$ cat src/pkg/iso_tx_regs.vh
// Register offsets, field positions, reset values and timing counts for the isochronous transmitter.
// What this block does
// Phase flag low on start/stop, high otherwise.
// Fill flag set at stop end if unloaded.
// Send fill character repeatedly while nothing loaded.
// New character follows fill with no gap.
// Exactly one start and one stop element.
// Control word selects mode, length, parity; the mode field is stored but not used.
// Chip off masks controlled inputs.
// Chip off floats controlled outputs; line stays.
// Transfer hold to shift on CTS and idle.
// CTS low finishes character, then holds mark.
// Isochronous framing otherwise like synchronous mode.
// LSB first, one bit per period, idle mark.
`ifndef ISO_TX_REGS_VH
`define ISO_TX_REGS_VH

// ****************************************************************
// Wishbone register offsets (byte addresses).
// ****************************************************************
`define REG_HOLD        8'h00
`define REG_FILL        8'h04
`define REG_FORMAT      8'h08
`define REG_STATUS      8'h0C
`define REG_IRQ_STATUS  8'h10
`define REG_IRQ_ENABLE  8'h14
`define REG_IRQ_CLEAR   8'h18
`define REG_CONTROL     8'h1C

// ****************************************************************
// Field positions and reset values.
// ****************************************************************
`define FMT_PARITY_POL  0
`define FMT_PARITY_OFF  1
`define FMT_LEN_LO      2
`define FMT_FRAME_LO    4
`define FMT_RESET       6'h3C
`define CTL_FILL_CLEAR  0
`define CTL_MASTER_CLR  1
`define IRQ_HOLD_EMPTY  0
`define IRQ_FILL_PEND   1
`define BIT_DIV_RESET   16'h0009

`endif

$ cat src/verilog/iso_tx.v
// Isochronous serial transmitter with a classic Wishbone register slave.
`timescale 1ns/1ps
`include "iso_tx_regs.vh"

module iso_tx #(
  parameter DIV_W = 16
) (
  input  wire        clk,
  input  wire        reset_n,
  input  wire [7:0]  wb_adr_i,
  input  wire [31:0] wb_dat_i,
  input  wire [3:0]  wb_sel_i,
  input  wire        wb_we_i,
  input  wire        wb_cyc_i,
  input  wire        wb_stb_i,
  output reg  [31:0] wb_dat_o,
  output reg         wb_ack_o,
  input  wire        cts,
  input  wire        chip_off,
  output reg         serial_out,
  output reg         char_phase_flag,
  output reg         fill_pending_flag,
  output reg         fill_pending_oe_n,
  output reg         hold_empty_flag,
  output reg         hold_empty_oe_n,
  output reg         irq
);

  // ****************************************************************
  // State encodings for the shifter.
  // ****************************************************************
  localparam [2:0] ST_IDLE   = 3'h0;  // Line at mark, nothing in flight.
  localparam [2:0] ST_START  = 3'h1;  // Start bit on the line.
  localparam [2:0] ST_DATA   = 3'h2;  // Data bits on the line.
  localparam [2:0] ST_PARITY = 3'h3;  // Parity bit on the line.
  localparam [2:0] ST_STOP   = 3'h4;  // Stop element on the line.

  // ****************************************************************
  // Pin synchronisers.
  // ****************************************************************
  reg  [1:0] cts_sync_q;              // Two-stage CTS synchroniser.
  reg  [1:0] off_sync_q;              // Two-stage chip_off synchroniser.
  wire       cts_s = cts_sync_q[1];   // Synchronised clear-to-send.
  wire       off_s = off_sync_q[1];   // Synchronised chip disable.

  // Both pins come from outside the clock domain; only stage two is read.
  always @(posedge clk or negedge reset_n) begin
    if (!reset_n) begin
      cts_sync_q <= 2'h0;
      off_sync_q <= 2'h0;
    end else begin
      cts_sync_q <= {cts_sync_q[0], cts};
      off_sync_q <= {off_sync_q[0], chip_off};
    end
  end

  // ****************************************************************
  // Register file and Wishbone slave.
  // ****************************************************************
  reg  [7:0]       hold_q;            // Transmitter holding register.
  reg              hold_full_q;       // Holding register has a character.
  reg  [7:0]       fill_q;            // Fill character.
  reg  [5:0]       format_q;          // Character format control word.
  reg  [DIV_W-1:0] bit_div_q;         // Bit period divider value minus one.
  reg  [1:0]       irq_stat_q;        // Sticky event bits.
  reg  [1:0]       irq_en_q;          // Interrupt enables.
  reg              fill_flag_q;       // Fill pending state.
  reg              master_clear;      // Software master clear pulse.
  reg              fill_flag_clear;   // Software fill flag clear pulse.
  wire             wb_req = wb_cyc_i & wb_stb_i & ~wb_ack_o;  // New access, at most one every two cycles.
  wire             wb_wr  = wb_req & wb_we_i & wb_sel_i[0];   // Low byte write.
  wire             gate   = ~off_s;                           // Inputs masked while chip is off.

  // Events reported from the shifter.
  reg              ev_hold_empty;     // Holding register drained into shift.
  reg              ev_fill_pend;      // Fill flag just raised.
  reg              take_hold;         // Shifter takes the holding register this cycle.
  reg  [2:0]       state_q;           // Shifter state, also read back as the busy bit.
  reg  [31:0]      wb_dat_o_d;        // Next read data.

  // Read mux follows the offset decode; unmapped reads give zero.
  always @* begin
    if (wb_adr_i == `REG_FORMAT)
      wb_dat_o_d = {26'h0, format_q};
    else if (wb_adr_i == `REG_STATUS)
      wb_dat_o_d = {28'h0, ~cts_s, fill_flag_q, ~hold_full_q, state_q != ST_IDLE};
    else if (wb_adr_i == `REG_IRQ_STATUS)
      wb_dat_o_d = {30'h0, irq_stat_q};
    else if (wb_adr_i == `REG_IRQ_ENABLE)
      wb_dat_o_d = {30'h0, irq_en_q};
    else if (wb_adr_i == `REG_CONTROL)
      wb_dat_o_d = {{(32-DIV_W){1'b0}}, bit_div_q};
    else
      wb_dat_o_d = 32'h0;
  end

  // Single-cycle answer: ack one edge after the request, dropped the next.
  always @(posedge clk or negedge reset_n) begin
    if (!reset_n) begin
      wb_ack_o        <= 1'b0;
      wb_dat_o        <= 32'h0;
      hold_q          <= 8'h0;
      hold_full_q     <= 1'b0;
      fill_q          <= 8'h0;
      format_q        <= `FMT_RESET;
      bit_div_q       <= `BIT_DIV_RESET;
      irq_en_q        <= 2'h0;
      master_clear    <= 1'b0;
      fill_flag_clear <= 1'b0;
    end else begin
      wb_ack_o        <= wb_req;
      wb_dat_o        <= wb_dat_o_d;
      master_clear    <= 1'b0;
      fill_flag_clear <= 1'b0;
      // hold drains on take
      if (take_hold)
        hold_full_q <= 1'b0;
      // loads gated off
      if (wb_wr && gate) begin
        if (wb_adr_i == `REG_HOLD) begin
          hold_q      <= wb_dat_i[7:0];
          hold_full_q <= 1'b1;
        end else if (wb_adr_i == `REG_FILL)
          fill_q <= wb_dat_i[7:0];
        else if (wb_adr_i == `REG_FORMAT)
          format_q <= wb_dat_i[5:0];
        else if (wb_adr_i == `REG_IRQ_ENABLE)
          irq_en_q <= wb_dat_i[1:0];
        else if (wb_adr_i == `REG_CONTROL) begin
          fill_flag_clear <= wb_dat_i[`CTL_FILL_CLEAR];
          master_clear    <= wb_dat_i[`CTL_MASTER_CLR];
        end
      end
      // The divider is a link setting, written even while chip is off.
      if (wb_req && wb_we_i && wb_adr_i == `REG_CONTROL && wb_sel_i[3:2] != 2'h0)
        bit_div_q <= wb_dat_i[16 +: DIV_W];
      if (master_clear) begin
        hold_full_q <= 1'b0;
        format_q    <= `FMT_RESET;
      end
    end
  end

  // Sticky interrupt bits: an event in the same cycle as a clear wins.
  always @(posedge clk or negedge reset_n) begin
    if (!reset_n) begin
      irq_stat_q <= 2'h0;
      irq        <= 1'b0;
    end else begin
      if (wb_wr && wb_adr_i == `REG_IRQ_CLEAR)
        irq_stat_q <= (irq_stat_q & ~wb_dat_i[1:0]) | {ev_fill_pend, ev_hold_empty};
      else
        irq_stat_q <= irq_stat_q | {ev_fill_pend, ev_hold_empty};
      irq <= |(irq_stat_q & irq_en_q);
    end
  end

  // ****************************************************************
  // Bit-rate divider: one enable pulse per bit period.
  // ****************************************************************
  reg  [DIV_W-1:0] div_q;             // Down counter.
  wire             bit_tick = (div_q == {DIV_W{1'b0}});  // End of a bit period.
  wire             half_tick = (div_q == (bit_div_q >> 1)); // Centre of a bit.

  // one bit per period
  always @(posedge clk or negedge reset_n) begin
    if (!reset_n)
      div_q <= {DIV_W{1'b0}};
    else if (bit_tick)
      div_q <= bit_div_q;
    else
      div_q <= div_q - {{(DIV_W-1){1'b0}}, 1'b1};
  end

  // ****************************************************************
  // Shifter.
  // ****************************************************************
  reg  [7:0] shift_q;                 // Shift register.
  reg  [2:0] cnt_q;                   // Data bits left minus one.
  reg        par_q;                   // Running parity.
  reg        seen_q;                  // Character loaded before stop centre.
  reg        filling_q;               // Fill sequence is active.
  // contiguous framing always used
  wire [2:0] len_m1 = {1'b1, format_q[`FMT_LEN_LO +: 2]} - 3'h4 + 3'h4; // 4..7 means 5..8 bits.
  wire       par_off = format_q[`FMT_PARITY_OFF];
  wire       par_even = format_q[`FMT_PARITY_POL];

  // Sends frames: start, data LSB first, optional parity, one stop.
  always @* begin
    take_hold = 1'b0;
    if (bit_tick && cts_s && hold_full_q && (state_q == ST_IDLE || state_q == ST_STOP))
      take_hold = 1'b1;
  end

  always @(posedge clk or negedge reset_n) begin
    if (!reset_n) begin
      state_q       <= ST_IDLE;
      shift_q       <= 8'h0;
      cnt_q         <= 3'h0;
      par_q         <= 1'b0;
      seen_q        <= 1'b0;
      filling_q     <= 1'b0;
      fill_flag_q   <= 1'b0;
      ev_hold_empty <= 1'b0;
      ev_fill_pend  <= 1'b0;
      serial_out    <= 1'b1;
      char_phase_flag <= 1'b0;
    end else begin
      ev_hold_empty <= 1'b0;
      ev_fill_pend  <= 1'b0;
      if (fill_flag_clear)
        fill_flag_q <= 1'b0;
      if (master_clear) begin
        state_q     <= ST_IDLE;
        filling_q   <= 1'b0;
        fill_flag_q <= 1'b0;
        serial_out  <= 1'b1;
        char_phase_flag <= 1'b0;
      end else begin
        // sample at stop centre
        if (state_q == ST_STOP && half_tick)
          seen_q <= hold_full_q;
        if (bit_tick) begin
          case (state_q)
            ST_IDLE, ST_STOP: begin
              // transfer on CTS and idle
              if (take_hold) begin
                shift_q       <= hold_q;
                // fill ends, char follows
                filling_q     <= 1'b0;
                ev_hold_empty <= 1'b1;
                state_q       <= ST_START;
                // one start bit
                serial_out    <= 1'b0;
              end else if (cts_s && (filling_q || (state_q == ST_STOP && !seen_q))) begin
                // resend fill character
                shift_q    <= fill_q;
                filling_q  <= 1'b1;
                state_q    <= ST_START;
                serial_out <= 1'b0;
                // flag at stop end
                if (state_q == ST_STOP && !seen_q && !fill_flag_q) begin
                  fill_flag_q  <= 1'b1;
                  ev_fill_pend <= 1'b1;
                end
              end else begin
                // hold mark until CTS
                state_q    <= ST_IDLE;
                serial_out <= 1'b1;
              end
              // low on start/stop
              char_phase_flag <= 1'b0;
            end
            ST_START: begin
              // LSB first
              serial_out      <= shift_q[0];
              shift_q         <= {1'b0, shift_q[7:1]};
              par_q           <= shift_q[0];
              cnt_q           <= len_m1;
              state_q         <= ST_DATA;
              char_phase_flag <= 1'b1;
            end
            ST_DATA: begin
              cnt_q <= cnt_q - 3'h1;
              if (cnt_q != 3'h0) begin
                serial_out <= shift_q[0];
                shift_q    <= {1'b0, shift_q[7:1]};
                par_q      <= par_q ^ shift_q[0];
              end else if (!par_off) begin
                // even or odd parity
                serial_out <= par_even ? par_q : ~par_q;
                state_q    <= ST_PARITY;
              end else begin
                serial_out      <= 1'b1;
                state_q         <= ST_STOP;
                char_phase_flag <= 1'b0;
              end
            end
            ST_PARITY: begin
              // single stop element
              serial_out      <= 1'b1;
              state_q         <= ST_STOP;
              char_phase_flag <= 1'b0;
            end
            default: begin
              state_q    <= ST_IDLE;
              serial_out <= 1'b1;
            end
          endcase
        end
      end
    end
  end

  // ****************************************************************
  // Chip-off controlled status outputs.
  // ****************************************************************
  // float controlled outputs
  always @(posedge clk or negedge reset_n) begin
    if (!reset_n) begin
      hold_empty_flag   <= 1'b1;
      fill_pending_flag <= 1'b0;
      hold_empty_oe_n   <= 1'b0;
      fill_pending_oe_n <= 1'b0;
    end else begin
      hold_empty_flag   <= ~hold_full_q;
      fill_pending_flag <= fill_flag_q;
      hold_empty_oe_n   <= off_s;
      fill_pending_oe_n <= off_s;
    end
  end

endmodule // iso_tx

$ cat config.mk
export PLATFORM = sky130hd
export DESIGN_NAME = iso_tx
export DESIGN_NICKNAME = d
export VERILOG_FILES = /design/src/verilog/iso_tx.v
export VERILOG_INCLUDE_DIRS = /design/src /design/src/pkg
export SDC_FILE = /design/constraint.sdc
export NUM_CORES = 1
export LEC_CHECK = 0
export BUFFER_PORTS_ARGS = -buffer_cell sky130_fd_sc_hd__buf_4
export CAP_MARGIN = 15
export CORE_ASPECT_RATIO = 0.75
export CORE_MARGIN = 4
export CORE_UTILIZATION = 45
export DETAILED_ROUTE_END_ITERATION = 10
export PLACE_DENSITY_LB_ADDON = 0.25
export SLEW_MARGIN = 10
export SYNTH_ARGS = -nofsm -noshare
export SYNTH_HDL_FRONTEND = slang
export SYNTH_SLANG_ARGS = --single-unit
$ cat constraint.sdc
create_clock -name clk -period 7.2 [get_ports clk]
set_input_delay 1.08 -clock clk [delete_from_list [all_inputs] [get_ports clk]]
set_output_delay 1.08 -clock clk [all_outputs]
set_load 0.02 [all_outputs]
==> impl_metrics.yaml <==
sta:
  setup_ws_ns: 3.83
  skew_ns: 0.0101
  period_needed_ns: 3.37
  rsz0062_at_grt: "false"
  finalMaxSlewViolations: 0
  tns_ns: 0
  finalSetupViolCount: 0
  final-hold-violation-count: 0
  tightest_slew_ns: 1.04
  slew_headroom: 0.303
  fmax_mhz: 297
  fin_crit_sh: 0.468
logic_synthesis:
  yosys_warnings: 0
  synthCells: 481
  async_flop_share: 1.00
  ys_ff_latch: 108
  synth_area_sq_um: 5190
  avgSynthCellArea_sq_um: 10.8
  yosys_most_used_dff: "dfrtp_1"
  ys_types: 62
  synth_edf_count: 0
  yosysSeqAreaShare: 0.523
grt:
  top_usage_layer: "met2"
  met1_usage: 0.275
  grt_pass1_vias: 3754
  met3_usage: 0.0459
  grt_antenna_before_repair: 0
  grt_max_degree: 60
  grt.total_usage: 0.187
  gr-usage-met2: 0.278
  grt_pass1_wl_mm: 19.8
  gr-total-overflow: 0
cts:
  cts_resized: 0
  htree_levels: 3
  cts_buffers: 9
  cts_hold_buf: 0
  clockRootBuffer: "clkbuf_16"
  clk_pin_slew_worst_paths_ns: 0.07
  cts_buffer_depth: 2
  cts_sinks: 108
  cts_setup_buffers: 0
  cts_tree: "yes"
  clock_latency_ns: 0.35
placement:
  globalplace.congestion: 0.869
  place_inst: 662
  dp_hpwl_mm: 8.65
  port_buffers: 65
  post-place-ws_ns: 3.48
routing:
  num_vias: 3767
  drcViolationCount: 0
  wl_mm: 11.9
  vias_per_cell: 5.56
  ant_nets: 0
  drt_first_iter_violations: 305
  routedWlPerCell_um: 17.6
  first_pass_iters: 4
setup_path:
  crit_family: "simple AND/OR/NAND/NOR gates"
  cp-start-kind: "input pin"
  path_max_fanout: 16
  slowest_delay_ns: 0.76
  worstSetupPathType: "in -> reg"
  crit_arrival_ns: 3.60
  cp_num_buf_inv: 1
  crit_path_top_delay_cell: "o2111a_1"
  cp_data_required_time_ns: 7.43
  critical_path.cell_chain: "buf_4 > nor2_1 > and3_1 > and2_0 > o2111a_1 > mux2_2"
  cp-end-kind: "register"
floorplan:
  ios: 91
  rows: 33
  die-area_sq_um: 13300
  die_w_um: 132
  core_region_area_sq_um: 11100
  die_h_um: 101
  start_util: 0.467
finish:
  area_growth_syn_to_layout_pct: 15.2
  diodes: 0
  fin_cells: 678
  fin_nets: 588
  layout-drive-gt1-share: 0.266
  fill_cells: 975
power:
  ir_drop_uv: 116
  p_per_area_nw_per_um2: 272
  p_leak_nw: 2.85
outcome:
  outcome: "finished clean"
flow_run:
  maxCapViolations: 0
hold_path:
  hp-class: "reg -> reg"
-- cell usage after synthesis, drive strengths merged (8+ instances only) --
cell type / n / area [sq um]
dfrtp: 100 / 2500
nand2: 51 / 191
mux2: 35 / 394
buf: 26 / 191
o21ai: 26 / 130
nor2: 21 / 81.3
xor2: 18 / 158
clkbuf: 17 / 63.8
and3: 15 / 93.8
nor4: 15 / 93.8
a21oi: 14 / 70.1
nand2b: 11 / 68.8
nor3: 11 / 55.1
mux2i: 10 / 100
dfstp: 8 / 210
nand3: 8 / 40.0
-- stage by stage --
step	utilization	power [mW]	instance area (sq um)	hold slack, ns
3_5_place_dp	0.512	1.15	5690	0.336
5_1_grt	0.538	1.72	5970	0.362
3_3_place_gp	0.512	1.14	5690	0.337
4_1_cts	0.538	1.63	5970	0.353
6_report	0.538	1.63	5970	0.352
2_1_floorplan	-	1.05	5240	0.331
-- kinds of logic (layout without fill, tap and decap cells) --
logic type	count (synthesis)	after routing	synth area share
compound gates	82	82	0.105
fa+ha+maj	4	4	0.00965
simple gates	166	166	0.171
buf+inv	51	93	0.0550
mux	45	45	0.0953
xor+xnor	24	24	0.0405
other cells	1	16	0.000723
flops	108	108	0.523
-- cell usage in the layout, fill, tap and decap left out, types with 3 or more instances in the layout --
master     count
a21oi_1       14
a22o_1         3
a22oi_1        5
a31oi_1        5
and3_1        15
buf_4         69
clkbuf_16      9
conb_1        16
dfrtp_1      100
dfstp_2        8
ha_1           4
inv_1          7
mux2_2        35
mux2i_1       10
nand2_1       51
nand2b_1      11
nand3_1        8
nor2_1        20
nor2b_1        5
nor3_1        11
nor4_1        15
o211ai_1       3
o21ai_0       19
o21ai_1        7
o221ai_1       7
o31ai_1        3
or2_2          3
or4_1          3
or4_4          3
xnor2_1        6
xor2_1        18
-- power breakdown --
group / switching [mW] / total [mW] / internal (mW)
Sequential: 0.104 / 0.782 / 0.677
Combinational: 0.199 / 0.367 / 0.168
Clock: 0.238 / 0.479 / 0.241
Total: 0.542 / 1.63 / 1.09
-- final cells by class --
cell class / instances / area, sq um / share of cell area
well taps: 140 / 175 / 0.0293
inverters: 8 / 30.0 / 0.00503
clock buffers: 9 / 225 / 0.0377
multi-input cells: 337 / 2250 / 0.377
clock inverters: 7 / 62.6 / 0.0105
repair buffers: 69 / 518 / 0.0867
flip-flops and latches: 108 / 2710 / 0.454
-- flip-flops by register name (all words and copies together) (netlist names), 2 cells and up --
signal	cells
bit_div_q	16
shift_q	8
irq_en_q	2
off_sync_q	2
wb_dat_o	16
state_q	3
cts_sync_q	2
format_q	6
div_q	16
cnt_q	3
fill_q	8
irq_stat_q	2
hold_q	8
-- layer usage --
layer,share of wire,vias to the layer above
met3,0.062,13
li1,-,1783
met1,0.49,1838
met5,0,-
met4,0.010,0
met2,0.44,133
-- path summary, 6_finish.rpt --
kind | start | endpoint | slack, ns | cells past startpoint
worst max-delay path | wb_adr_i[1] | bit_div_q[14]$_DFFE_PN0P_ | 3.83 | 6
worst min-delay path | cts_sync_q[0]$_DFF_PN0_ | cts_sync_q[1]$_DFF_PN0_ | 0.35 | 0
worst max register to register | div_q[11]$_DFF_PN0_ | fill_flag_q$_DFF_PN0_ | 4.00 | 5
worst min register to register | cts_sync_q[0]$_DFF_PN0_ | cts_sync_q[1]$_DFF_PN0_ | 0.35 | 0
max in group asynchronous | reset_n | hold_q[1]$_DFFE_PN0P_ | 5.30 | 2
min in group asynchronous | reset_n | bit_div_q[2]$_DFFE_PN0P_ | 0.74 | 1
(Power assumes the default switching activity.)
